### config.mk
export PLATFORM = sky130hd
export DESIGN_NAME = dac_channel_control_regs
export DESIGN_NICKNAME = d
export VERILOG_FILES = /design/src/dac_channel_slot.v /design/src/dac_channel_control_regs.v
export VERILOG_INCLUDE_DIRS = /design/src /design/src/inc
export SDC_FILE = /design/constraint.sdc
export NUM_CORES = 1
export LEC_CHECK = 0
export ABC_AREA = 0
export BUFFER_PORTS_ARGS = -buffer_cell sky130_fd_sc_hd__buf_4
export CAP_MARGIN = 10
export CORE_UTILIZATION = 52
export CTS_CLUSTER_DIAMETER = 120
export DETAILED_ROUTE_END_ITERATION = 8
export GPL_TIMING_DRIVEN = 0
export PLACE_DENSITY = 0.76
export SYNTH_ARGS = -nofsm -noshare
export SYNTH_HDL_FRONTEND = slang
export SYNTH_HIERARCHICAL = 1
export SYNTH_SLANG_ARGS = --single-unit
### constraint.sdc
create_clock -name clk_i -period 6.1 [get_ports clk_i]
set_input_delay 1.22 -clock clk_i [delete_from_list [all_inputs] [get_ports clk_i]]
set_output_delay 1.22 -clock clk_i [all_outputs]
set_load 0.02 [all_outputs]
### src/inc/dac_channel_control_regs.vh
// Register offsets, field positions, reset values and access timing for the channel control bank
`ifndef DAC_CHANNEL_CONTROL_REGS_VH
`define DAC_CHANNEL_CONTROL_REGS_VH

`define CH2_CONTROL_ADDR 32'h40082408
`define CH3_CONTROL_ADDR 32'h4008240C
`define CH4_CONTROL_ADDR 32'h40082410
`define CH5_CONTROL_ADDR 32'h40082414
`define CH_CONTROL_STRIDE 32'h00000004
`define CH2_DATA_ADDR 32'h4008640C
`define DATA_STRIDE 32'h00000004

`define CTRL_RESET 16'h0100
`define DATA_RESET 32'h00000000
`define CTRL_WRITE_MASK 16'h01FF
`define DATA_WRITE_MASK 32'h0FFF0000

`define POWER_OFF_BIT 8
`define ENABLE_BIT 4
`define RANGE_SELECT_HI 1
`define RANGE_SELECT_LO 0
`define OUTPUT_CODE_HI 27
`define OUTPUT_CODE_LO 16

`define RANGE_INTERNAL_REF 2'h0
`define RANGE_SUPPLY 2'h3

`define CPU_CLOCK_MHZ 80
`define SHORT_ACCESS_CPU_CYCLES 6
`define LONG_ACCESS_CPU_CYCLES 8
`define SYS_CLOCK_MHZ 40
// Link cycles: CPU cycles scaled to the 40 MHz clock, rounded up
`define SHORT_ACCESS_CYCLES ((`SHORT_ACCESS_CPU_CYCLES * `SYS_CLOCK_MHZ + `CPU_CLOCK_MHZ - 1) / `CPU_CLOCK_MHZ)
`define LONG_ACCESS_CYCLES ((`LONG_ACCESS_CPU_CYCLES * `SYS_CLOCK_MHZ + `CPU_CLOCK_MHZ - 1) / `CPU_CLOCK_MHZ)

`endif

### src/dac_channel_slot.v
// One converter channel: control register and data register, returned as zero-padded register words
`timescale 1ns/10ps
`include "dac_channel_control_regs.vh"

module dac_channel_slot (
    input wire clk_i,
    input wire sys_rst_i,
    input wire ctrl_we_i,
    input wire data_we_i,
    input wire [31:0] wdata_i,
    output wire [15:0] ctrl_o,
    output wire [31:0] data_o
);
    localparam [15:0] CTRL_INIT = `CTRL_RESET;

    reg [8:0] ctrl_reg;
    reg [11:0] code_reg;
    wire [15:0] ctrl_next;

    assign ctrl_next = wdata_i[15:0] & `CTRL_WRITE_MASK;

    always @(posedge clk_i or posedge sys_rst_i) begin
        if (sys_rst_i) begin
            ctrl_reg <= CTRL_INIT[8:0];
        end else if (ctrl_we_i) begin
            ctrl_reg <= ctrl_next[8:0]; // RQ1 RQ4 RQ5 RQ6
        end
    end

    // Disable wins over any data write in the same cycle
    always @(posedge clk_i or posedge sys_rst_i) begin
        if (sys_rst_i) begin
            code_reg <= 12'h000;
        end else if (!ctrl_reg[`ENABLE_BIT] || (ctrl_we_i && !ctrl_next[`ENABLE_BIT])) begin
            code_reg <= 12'h000; // RQ2
        end else if (data_we_i) begin
            code_reg <= wdata_i[`OUTPUT_CODE_HI:`OUTPUT_CODE_LO]; // RQ8
        end
    end

    assign ctrl_o = {7'h00, ctrl_reg}; // RQ6
    assign data_o = {4'h0, code_reg, 16'h0000}; // RQ8
endmodule // dac_channel_slot

### src/dac_channel_control_regs.v
// Control and data registers for converter channels 2 to 5 behind the die link
`timescale 1ns/10ps
`include "dac_channel_control_regs.vh"

// Functional notes
// RQ1: Bit 8 powers channel down; resets set
// RQ2: Clearing bit 4 disables, clears channel data
// RQ3: Software sets enable for channel operation
// RQ4: Bits 1:0 select reference or supply range
// RQ5: Range write takes effect immediately
// RQ6: Bits 15:9 read zero; others writable
// RQ7: Independent registers, 4-byte stride, reset 0x0100
// RQ8: Data register code in bits 27:16
// RQ9: Control access takes six processor cycles
// RQ10: Software writes zero to reserved bits
module dac_channel_control_regs #(
    parameter CHANNELS = 4
) (
    input wire clk_i,
    input wire sys_rst_i,
    input wire link_sel_i,
    input wire link_write_i,
    input wire [31:0] link_addr_i,
    input wire [31:0] link_wdata_i,
    output reg [31:0] link_rdata_o,
    output reg link_ready_o,
    output reg link_error_o,
    output reg [CHANNELS-1:0] power_off_o,
    output reg [CHANNELS-1:0] enable_o,
    output reg [2*CHANNELS-1:0] range_select_o,
    output reg [12*CHANNELS-1:0] output_code_o
);
    localparam ST_IDLE = 1'b0;
    localparam ST_WAIT = 1'b1;
    localparam integer SHORT_WAIT_INT = `SHORT_ACCESS_CYCLES;
    localparam integer LONG_WAIT_INT = `LONG_ACCESS_CYCLES;
    localparam [3:0] SHORT_WAIT = SHORT_WAIT_INT[3:0];
    localparam [3:0] LONG_WAIT = LONG_WAIT_INT[3:0];
    localparam [3:0] CTRL_SPACE = 4'h2;
    localparam [31:0] CTRL_BASE = `CH2_CONTROL_ADDR;
    localparam [31:0] CTRL_STEP = `CH_CONTROL_STRIDE;
    localparam [31:0] DATA_BASE = `CH2_DATA_ADDR;
    localparam [31:0] DATA_STEP = `DATA_STRIDE;
    localparam [15:0] CTRL_INIT = `CTRL_RESET;
    localparam [31:0] DATA_INIT = `DATA_RESET;

    reg state_reg;
    reg state_next;
    reg [3:0] count_reg;
    reg [3:0] count_next;
    reg write_reg;
    reg [31:0] addr_reg;
    reg [31:0] wdata_reg;
    reg [15:0] ctrl_rdata;
    reg [31:0] data_rdata;
    reg [31:0] rdata_next;
    wire ctrl_space;
    wire take_req;
    wire last_wait;
    wire do_write;
    wire any_hit;
    wire [CHANNELS-1:0] ctrl_hit;
    wire [CHANNELS-1:0] data_hit;
    wire [16*CHANNELS-1:0] ctrl_bus;
    wire [32*CHANNELS-1:0] data_bus;
    integer k;
    integer m;

    // Narrow control space is faster than the wide data space
    assign ctrl_space = (link_addr_i[15:12] == CTRL_SPACE);
    // A request is only looked at while no access is in flight
    assign take_req = (state_reg == ST_IDLE) && link_sel_i;
    // Access commits on the last wait cycle
    assign last_wait = (state_reg == ST_WAIT) && (count_reg == 4'h1);
    assign do_write = last_wait && write_reg;
    assign any_hit = (|ctrl_hit) || (|data_hit);

    always @* begin
        state_next = state_reg;
        case (state_reg)
            ST_IDLE: begin
                if (link_sel_i) begin
                    state_next = ST_WAIT;
                end
            end
            ST_WAIT: begin
                if (count_reg == 4'h1) begin
                    state_next = ST_IDLE;
                end
            end
            default: begin
                state_next = ST_IDLE;
            end
        endcase
    end

    always @* begin
        count_next = count_reg;
        case (state_reg)
            ST_IDLE: begin
                if (link_sel_i) begin
                    count_next = ctrl_space ? SHORT_WAIT : LONG_WAIT; // RQ9
                end
            end
            ST_WAIT: begin
                count_next = count_reg - 4'h1;
            end
            default: begin
                count_next = 4'h0;
            end
        endcase
    end

    always @(posedge clk_i or posedge sys_rst_i) begin
        if (sys_rst_i) begin
            state_reg <= ST_IDLE;
            count_reg <= 4'h0;
        end else begin
            state_reg <= state_next;
            count_reg <= count_next;
        end
    end

    // Request fields are latched so the strobe may drop after one cycle
    always @(posedge clk_i or posedge sys_rst_i) begin
        if (sys_rst_i) begin
            write_reg <= 1'b0;
        end else if (take_req) begin
            write_reg <= link_write_i;
        end
    end

    always @(posedge clk_i or posedge sys_rst_i) begin
        if (sys_rst_i) begin
            addr_reg <= 32'h00000000;
        end else if (take_req) begin
            addr_reg <= link_addr_i;
        end
    end

    always @(posedge clk_i or posedge sys_rst_i) begin
        if (sys_rst_i) begin
            wdata_reg <= 32'h00000000;
        end else if (take_req) begin
            wdata_reg <= link_wdata_i;
        end
    end

    always @* begin
        ctrl_rdata = 16'h0000;
        for (k = 0; k < CHANNELS; k = k + 1) begin
            if (ctrl_hit[k]) begin
                ctrl_rdata = ctrl_bus[16*k +: 16];
            end
        end
    end

    always @* begin
        data_rdata = 32'h00000000;
        for (m = 0; m < CHANNELS; m = m + 1) begin
            if (data_hit[m]) begin
                data_rdata = data_bus[32*m +: 32];
            end
        end
    end

    always @* begin
        rdata_next = 32'h00000000;
        // Writes answer with zero read data
        if (!write_reg) begin
            if (|ctrl_hit) begin
                rdata_next = {16'h0000, ctrl_rdata}; // RQ6
            end else if (|data_hit) begin
                rdata_next = data_rdata; // RQ8
            end
        end
    end

    genvar g;
    generate
        for (g = 0; g < CHANNELS; g = g + 1) begin : chan
            wire [31:0] ctrl_addr;
            wire [31:0] data_addr;

            assign ctrl_addr = CTRL_BASE + CTRL_STEP * g; // RQ7
            assign data_addr = DATA_BASE + DATA_STEP * g;
            assign ctrl_hit[g] = (addr_reg == ctrl_addr);
            assign data_hit[g] = (addr_reg == data_addr);

            dac_channel_slot dac_channel_slot_inst (
                .clk_i(clk_i),
                .sys_rst_i(sys_rst_i),
                .ctrl_we_i(do_write && ctrl_hit[g]),
                .data_we_i(do_write && data_hit[g]),
                .wdata_i(wdata_reg),
                .ctrl_o(ctrl_bus[16*g +: 16]),
                .data_o(data_bus[32*g +: 32])
            );

            always @(posedge clk_i or posedge sys_rst_i) begin
                if (sys_rst_i) begin
                    power_off_o[g] <= CTRL_INIT[`POWER_OFF_BIT];
                end else begin
                    power_off_o[g] <= ctrl_bus[16*g + `POWER_OFF_BIT]; // RQ1
                end
            end

            always @(posedge clk_i or posedge sys_rst_i) begin
                if (sys_rst_i) begin
                    enable_o[g] <= CTRL_INIT[`ENABLE_BIT];
                end else begin
                    enable_o[g] <= ctrl_bus[16*g + `ENABLE_BIT]; // RQ2 RQ3
                end
            end

            always @(posedge clk_i or posedge sys_rst_i) begin
                if (sys_rst_i) begin
                    range_select_o[2*g +: 2] <= CTRL_INIT[`RANGE_SELECT_HI:`RANGE_SELECT_LO];
                end else begin
                    range_select_o[2*g +: 2] <= ctrl_bus[16*g + `RANGE_SELECT_LO +: 2]; // RQ4 RQ5
                end
            end

            always @(posedge clk_i or posedge sys_rst_i) begin
                if (sys_rst_i) begin
                    output_code_o[12*g +: 12] <= DATA_INIT[`OUTPUT_CODE_HI:`OUTPUT_CODE_LO];
                end else begin
                    output_code_o[12*g +: 12] <= data_bus[32*g + `OUTPUT_CODE_LO +: 12]; // RQ8
                end
            end
        end
    endgenerate

    always @(posedge clk_i or posedge sys_rst_i) begin
        if (sys_rst_i) begin
            link_ready_o <= 1'b0;
        end else begin
            link_ready_o <= last_wait; // RQ9
        end
    end

    // Error flag and read data hold until the next access completes
    always @(posedge clk_i or posedge sys_rst_i) begin
        if (sys_rst_i) begin
            link_error_o <= 1'b0;
        end else if (last_wait) begin
            link_error_o <= ~any_hit;
        end
    end

    always @(posedge clk_i or posedge sys_rst_i) begin
        if (sys_rst_i) begin
            link_rdata_o <= 32'h00000000;
        end else if (last_wait) begin
            link_rdata_o <= rdata_next;
        end
    end
endmodule // dac_channel_control_regs

==> results of run 1 <==
-- per-layer routing --
layer,vias up,track usage (%)
li1,3758,-
met1,3957,36.0
met2,228,40.8
met3,58,3.67
met4,0,8.95
met5,-,0
-- power by group through the flow --
stage	logic, mW	registers [mW]	clock network, mW
6_report	1.56	2.09	1.56
5_1_grt	1.71	2.12	1.64
3_3_place_gp	1.50	2.10	0
2_1_floorplan	1.06	2.08	0
4_1_cts	1.55	2.08	1.58
3_5_place_dp	1.54	2.11	0
-- critical path, stage by stage, from the launching register on --
cell and delay, ns:
dfrtp_1 0.35, buf_2 0.16, nor2b_1 0.11, clkbuf_1 0.41, nand3_1 0.51, clkbuf_1 0.33
nor2_1 0.37, buf_6 0.25, mux2i_1 0.26, nor3b_2 0.08
-- cell type report --
class,count,area share (%)
Timing Repair Buffer,155,8.24
Clock inverter,15,1.09
Tap cell,280,2.44
Inverter,13,0.374
Sequential cell,241,42.0
Buffer,173,8.54
Clock buffer,33,4.85
Multi-Input combinational cell,621,32.4
-- worst max path at each step --
stage,cells after the start,end,slack (ns)
2_1_floorplan,1,addr_reg[0],0.65
3_3_place_gp,2,addr_reg[29],-1.17
3_5_place_dp,6,addr_reg[19],3.04
4_1_cts,9,chan[3].dac_channel_slot_inst/code_reg[9],3.14
5_1_grt,9,chan[3].dac_channel_slot_inst/code_reg[2],2.98
6_report,9,chan[3].dac_channel_slot_inst/code_reg[9],3.15
==> run metrics, run 1 <==
CP Launch Point=addr_reg[2]; Final Max Slew Viols=0; DIE AREA=22900 um2; Avg Cell Area, Syn=12.3 um2; final setup violation count=0; fmax=0.339 GHz; TritonCTS buffer count=26; site row count=54; number of instances in the placed design=1483; gr usage total=25.7%; WHS=0.375 ns; vias per inst=5.23; Cell Int Power=3.42 mW; Clock Latency Late Sink=0.54 ns; drt total wl=28.4 mm; synthesized area=11600 um2; Worst Hold Endpoint=power_off_o[2]; first-pass GRT wire length=44.4 mm; critical path arrival=3.37 ns; commonest non-fill, non-tap cells in the layout=buf_4, dfrtp_1, conb_1; Sw Share=34.5%; Worst setup EP type=flop; Layout Cells excl Fill=1531; setup TNS=0 ns; Fillers=1681; Syn-to-layout area delta=24.0%; worst slew pin tran=1.04 ns; Pre-antenna DRT Iters=4; drt wl/cell=18.5 um; Post-Synthesis Cells=944; pre-CTS setup slack=3.04 ns; Max Cap Violations=0; crit path max fanout=10; DRC=0; combinational power share=30.0%; PwrDens=363 nW/um2; port bufs=154; reg-to-reg slack, setup=3.15 ns; CTS resizes=0; Die X=151 um; Chip Height=151 um; placed inst area=13500 um2; nets@finish=1301; part of the power in registers=40.1%; Worst R2R Start=addr_reg[2]; Clock transition at path regs=0.06 ns; clk_skew=0.0162 ns; via count=8001; Reg area=6040 um2; Final Hold Viols=0; Core Footprint=21800 um2; Synth warnings=6; share of total power in the clock network=29.9%; CTS Sinks=241; Final period util=48.3%; share of layout cells above drive strength 1=40.4%; Initial Util=53.1%; GPL Wtd Cong=0.818; Met1 Wirelength=12.5 mm; vias in the first global route=7890; post-layout min period=2.95 ns; WS Path Type=flop to flop; multi-input logic area=4660 um2; Leakage Power=6.69 nW; Hold Path Origin=chan[2].dac_channel_slot_inst/ctrl_reg[8]; Post-CTS Setup Inserts=0; final core occ=65.8%; R2R cell count=9; Hold WC Path Type=flop to flop; root buf cell=clkbuf_16; status=complete, no violations; Inserted Diodes=0; # IOs=166; Switch Pwr=1.80 mW; Critical R2R Capture=chan[3].dac_channel_slot_inst/code_reg[9]; CTS HTree Levels=1; Crit path required time=6.52 ns; hold path cells=0; DR WL met2=13.6 mm; total power=5.21 mW; Post-DRT Antenna Nets=0; Worst Setup Start Kind=flop; initial drt markers=345; commonest non-fill, non-tap cell in the layout=buf_4; count of hold buffers inserted by post-cts repair=0; final worst slack=3.15 ns; CTS tree=done; largest net degree at the start of global routing=96; top routing layer used=met4; initial antenna violation count=0; HPWL after DPL=19.9 mm; Worst slew margin=30.4%; GRT overflow=0; maximum vdd drop=215 uV; RSZ-0062 raised after global routing=no; final instance area=14400 um2; CTS Buffer Depth=3; met3 routed WL=1.36 mm
(Power assumes the default switching activity.)
==> inputs of run 2 (changes only) <==
==> constraint.sdc (replaced) <==
create_clock -name clk_i -period 2.6 [get_ports clk_i]
set_input_delay 0.52 -clock clk_i [delete_from_list [all_inputs] [get_ports clk_i]]
set_output_delay 0.52 -clock clk_i [all_outputs]
set_load 0.02 [all_outputs]
==> run 2 against run 1 <==
Net effect:
- power increased by 140%
- clock-buffer cell count increased by 8
- fmax increased by 15%
- combinational power increased by 140%
- largest power group unchanged
- clock skew decreased by 0.0026 ns
- highest routed layer unchanged
- register-to-register slack got worse by 3.1 ns
- sequential power increased by 140%
==> run metrics, run 2 (synthesized netlist as in run 1, its figures left out) <==
status=complete, no violations; first-pass GRT wire length=45.6 mm; final setup violation count=0; Core Footprint=21800 um2; # IOs=166; CP Launch Point=addr_reg[27]; R2R cell count=10; part of the power in registers=40.3%; crit path max fanout=10; clk_skew=0.0136 ns; port bufs=154; Syn-to-layout area delta=25.5%; worst slew pin tran=1.13 ns; Max Cap Violations=0; DRC=0; combinational power share=30.6%; Inserted Diodes=0; initial drt markers=442; TritonCTS buffer count=26; share of total power in the clock network=29.2%; CTS Sinks=241; Worst slew margin=24.5%; Worst Setup Start Kind=flop; total power=12.3 mW; Layout Cells excl Fill=1537; root buf cell=clkbuf_16; Final period util=98.8%; largest net degree at the start of global routing=44; CTS HTree Levels=1; share of layout cells above drive strength 1=41.4%; HPWL after DPL=20.7 mm; site row count=54; Worst R2R Start=addr_reg[27]; commonest non-fill, non-tap cells in the layout=buf_4, dfrtp_1, conb_1; Critical R2R Capture=chan[1].dac_channel_slot_inst/code_reg[2]; placed inst area=13600 um2; Sw Share=34.6%; gr usage total=26.5%; critical path arrival=2.98 ns; Clock transition at path regs=0.06 ns; RSZ-0062 raised after global routing=yes; Leakage Power=6.76 nW; number of instances in the placed design=1486; PwrDens=844 nW/um2; Pre-antenna DRT Iters=5; Clock Latency Late Sink=0.53 ns; maximum vdd drop=779 uV; Chip Height=151 um; DIE AREA=22900 um2; via count=8186; CTS Buffer Depth=3; initial antenna violation count=0; Crit path required time=3.01 ns; WS Path Type=flop to flop; Final Max Slew Viols=0; WHS=0.0817 ns; drt total wl=29.6 mm; Final Hold Viols=0; drt wl/cell=19.3 um; GPL Wtd Cong=0.838; final core occ=66.6%; Cell Int Power=8.03 mW; vias per inst=5.33; GRT overflow=0; Worst setup EP type=flop; final instance area=14500 um2; nets@finish=1309; Post-DRT Antenna Nets=0; Die X=151 um; CP Capture Point=chan[1].dac_channel_slot_inst/code_reg[2]; fmax=0.389 GHz; Fillers=1652; Initial Util=53.1%; vias in the first global route=8349; reg-to-reg slack, setup=0.03 ns; post-layout min period=2.57 ns; Hold WC Path Type=primary input to async pin; CTS tree=done; commonest non-fill, non-tap cell in the layout=buf_4; Switch Pwr=4.25 mW
run 2: changes by cell type in the layout (fill, tap and decap cells not counted), moves of 3 or more:
cell / before / now
clkbuf_8: 3 / 8
buf_12: 1 / 5
nor4_4: 0 / 4
buf_4: 263 / 269
clkinv_2: 6 / 1
nor4_1: 4 / 1
run 2: stage by stage:
step	setup slack, ns	setup TNS, ns
after floorplan	0.0964	0
after global placement	-0.924	-147.12
after detailed placement	-0.330	-8.96
after CTS	-0.113	-1.30
after global routing	-0.0607	-0.384
final	0.0322	0
run 2: worst min-delay path by stage:
| stage | start | endpoint | cells after the start |
|---|---|---|---|
| 2_1_floorplan | chan[0].dac_channel_slot_inst/ctrl_reg[8] | power_off_o[0] | 0 |
| 3_3_place_gp | chan[3].dac_channel_slot_inst/ctrl_reg[8] | power_off_o[3] | 0 |
| 3_5_place_dp | chan[1].dac_channel_slot_inst/ctrl_reg[8] | power_off_o[1] | 0 |
| 4_1_cts | sys_rst_i | wdata_reg[8] | 2 |
| 5_1_grt | sys_rst_i | wdata_reg[8] | 2 |
| 6_report | sys_rst_i | wdata_reg[8] | 2 |
run 2: power by group through the flow:
stage	sequential [mW]	combinational, mW	clock [mW]
after detailed placement	4.97	3.61	0
after CTS	4.91	3.65	3.64
after floorplan	4.89	2.49	0
final	4.94	3.75	3.58
after global routing	5.01	4.09	3.77
after global placement	4.94	3.52	0
run 2: worst max-delay path, cell delays in order, from the launching register on:
cell     delay [ns]
dfrtp_1        0.39
nor4b_2        0.29
nand4_1        0.12
buf_4          0.17
nor2_1         0.17
nand4_1        0.12
buf_4          0.22
nor4_4         0.36
buf_6          0.26
mux2i_1        0.27
nor3b_2        0.07
run 2: timing repair:
action	in CTS	in global routing
resized for setup	7	13
pin swaps	0	4
buffers inserted	0	5
endpoints found under the setup margin	58	61
hold buffers	0	0
run 2: metal layers:
| metal | vias up | routed length, um | GRT usage [%] |
|---|---|---|---|
| li1 | 3755 | - | - |
| met1 | 4092 | 12500 | 36.0 |
| met2 | 282 | 14500 | 43.5 |
| met3 | 57 | 1650 | 3.67 |
| met4 | 0 | 930 | 8.75 |
| met5 | - | 0 | 0 |
run 2: layout make-up:
cell class,count,area (um2),area share (%)
multi-input combinational,621,4750,32.7
tap,280,350,2.41
buffer,173,1230,8.49
sequential,241,6040,41.5
clock buffer,41,798,5.49
timing repair buffer,163,1270,8.76
inverter,13,52.6,0.361
clock inverter,5,37.5,0.258
==> inputs of run 3 (changes only) <==
--- a/config.mk
+++ b/config.mk
@@ -9,11 +9,13 @@
 export ABC_AREA = 0
 export BUFFER_PORTS_ARGS = -buffer_cell sky130_fd_sc_hd__buf_4
 export CAP_MARGIN = 10
+export CORE_MARGIN = 8
 export CORE_UTILIZATION = 52
 export CTS_CLUSTER_DIAMETER = 120
 export DETAILED_ROUTE_END_ITERATION = 8
 export GPL_TIMING_DRIVEN = 0
 export PLACE_DENSITY = 0.76
+export REMOVE_ABC_BUFFERS = 1
 export SYNTH_ARGS = -nofsm -noshare
 export SYNTH_HDL_FRONTEND = slang
 export SYNTH_HIERARCHICAL = 1
==> run 3 against run 2 <==
Net effect:
- clock power grew 6.7%
- non-clock buffer count down 133
- setup slack gained 0.055 ns
- critical path type unchanged
- critical endpoint is now chan[0].dac_channel_slot_inst/code_reg[2]
- largest power group unchanged
==> run metrics, run 3 (synthesized netlist as in run 1, its figures left out) <==
status=complete, no violations; Die X=165 um; Clock Latency Late Sink=0.54 ns; count of hold buffers inserted by post-cts repair=0; largest net degree at the start of global routing=86; CTS HTree Levels=1; Chip Height=165 um; DIE AREA=27300 um2; Worst slew margin=28.2%; CTS Buffer Depth=3; root buf cell=clkbuf_16; combinational power share=29.0%; Final period util=96.7%; drt total wl=29.6 mm; clk_skew=0.0221 ns; Cell Int Power=8.28 mW; Fillers=1634; Initial Util=53.1%; TritonCTS buffer count=26; initial drt markers=549; nets@finish=1178; initial antenna violation count=0; Reg area=6050 um2; setup TNS=0 ns; HPWL after DPL=18.6 mm; final setup violation count=0; Switch Pwr=4.23 mW; Final Hold Viols=0; worst slew pin tran=1.08 ns; DRC=0; site row count=54; Pre-antenna DRT Iters=5; share of layout cells above drive strength 1=39.4%; first-pass GRT wire length=45.9 mm; Sw Share=33.8%; Max Cap Violations=0; PwrDens=895 nW/um2; via count=7736; post-layout min period=2.51 ns; port bufs=154; Crit path required time=3.03 ns; Syn-to-layout area delta=20.7%; WHS=0.104 ns; drt wl/cell=21.1 um; Worst Setup Start Kind=flop; Clock transition at path regs=0.06 ns; CTS Sinks=241; CTS tree=done; crit path max fanout=5; WS Path Type=flop to flop; Core Footprint=21800 um2; maximum vdd drop=535 uV; # IOs=166; vias per inst=5.50; fmax=0.398 GHz; share of total power in the clock network=30.5%; Worst path max stage delay=0.38 ns; commonest non-fill, non-tap cells in the layout=dfrtp_1, buf_4, conb_1; vias in the first global route=8079; gr usage total=21.5%; multi-input logic area=4870 um2; Hold WC Path Type=primary input to async pin; GRT overflow=0; Worst setup EP type=flop; critical path arrival=2.94 ns; commonest non-fill, non-tap cell in the layout=dfrtp_1; Leakage Power=6.27 nW; Final Max Slew Viols=0; GPL Wtd Cong=0.782; critical-path cell list=nor4_2, nand4_1, buf_6, nor2_4, nand4_1, buf_6, nor4_4, buf_4, buf_4, mux2i_1, nor3b_2; Inserted Diodes=0; Post-DRT Antenna Nets=0; part of the power in registers=40.5%; Max stage delay cell, worst path=dfrtp_1
[run 3: cell count changes in the layout (fill, tap and decap cells not counted), moves of 4 or more]
cell	before	now
nor2b_4	4	8
dfrtp_1	233	229
buf_4	269	187
clkbuf_1	33	4
buf_6	13	3
buf_16	0	6
nor2b_1	6	1
buf_2	15	0
[run 3: final timing paths]
check	cells after the start	slack [ns]	start	end
max in group asynchronous	2	1.64	sys_rst_i	chan[3].dac_channel_slot_inst/ctrl_reg[4]
worst max-delay path	11	0.09	addr_reg[21]	chan[0].dac_channel_slot_inst/code_reg[2]
worst min-delay path	2	0.10	sys_rst_i	wdata_reg[8]
min in group clk_i	3	0.18	link_addr_i[2]	addr_reg[2]
worst min register to register	0	0.37	chan[1].dac_channel_slot_inst/ctrl_reg[8]	power_off_o[1]
worst max register to register	11	0.09	addr_reg[21]	chan[0].dac_channel_slot_inst/code_reg[2]
[run 3: power by group through the flow]
stage | clock (mW) | sequential, mW | combinational, mW
finish | 3.82 | 5.07 | 3.63
global route | 4.04 | 5.16 | 3.91
CTS | 3.87 | 5.03 | 3.50
detailed placement | 0 | 5.06 | 3.32
global placement | 0 | 5.18 | 2.91
floorplan | 0 | 5.07 | 2.04
[run 3: cell type report]
| cell class | count | share of cell area, % |
|---|---|---|
| well taps | 280 | 2.51 |
| clock inverters | 10 | 1.11 |
| flip-flops and latches | 241 | 43.3 |
| clock buffers | 36 | 5.35 |
| repair inverters | 1 | 0.0358 |
| repair buffers | 203 | 12.4 |
| multi-input cells | 622 | 34.9 |
| inverters | 13 | 0.430 |
[run 3: timing repair]
item / in CTS / in global routing
pin swaps: 4 / 6
gates resized for setup: 26 / 19
hold endpoints to repair: 0 / 0
setup endpoints to repair: 117 / 88
gates cloned: 2 / 0
buffers inserted: 18 / 15
[run 3: metrics by stage]
| stage | std cells | utilization (%) | area [um2] | power (mW) | worst slack (ns) |
|---|---|---|---|---|---|
| after floorplan | 875 | - | 10700 | 7.11 | -2.15 |
| after global placement | 1309 | 56.2 | 12300 | 8.09 | -4.05 |
| after detailed placement | 1325 | 57.6 | 12600 | 8.38 | -1.35 |
| after CTS | 1391 | 63.2 | 13800 | 12.4 | -0.0460 |
| after global routing | 1406 | 64.1 | 14000 | 13.1 | -0.00972 |
| final | 1406 | 64.1 | 14000 | 12.5 | 0.0869 |
[run 3: layer usage]
metal | vias up | routed length (um) | GRT usage, %
met4 | 0 | 588 | 5.65
met3 | 46 | 2050 | 3.89
met2 | 277 | 14700 | 36.0
li1 | 3496 | - | -
met1 | 3917 | 12300 | 28.3
met5 | - | 0 | 0
[run 3: worst max-delay path, delay by kind of cell (launching register included)]
| family | cells | cell delay [ns] |
|---|---|---|
| buffers and inverters | 4 | 0.71 |
| muxes | 1 | 0.25 |
| DFF | 1 | 0.38 |
| and+or+nand+nor | 6 | 1.04 |
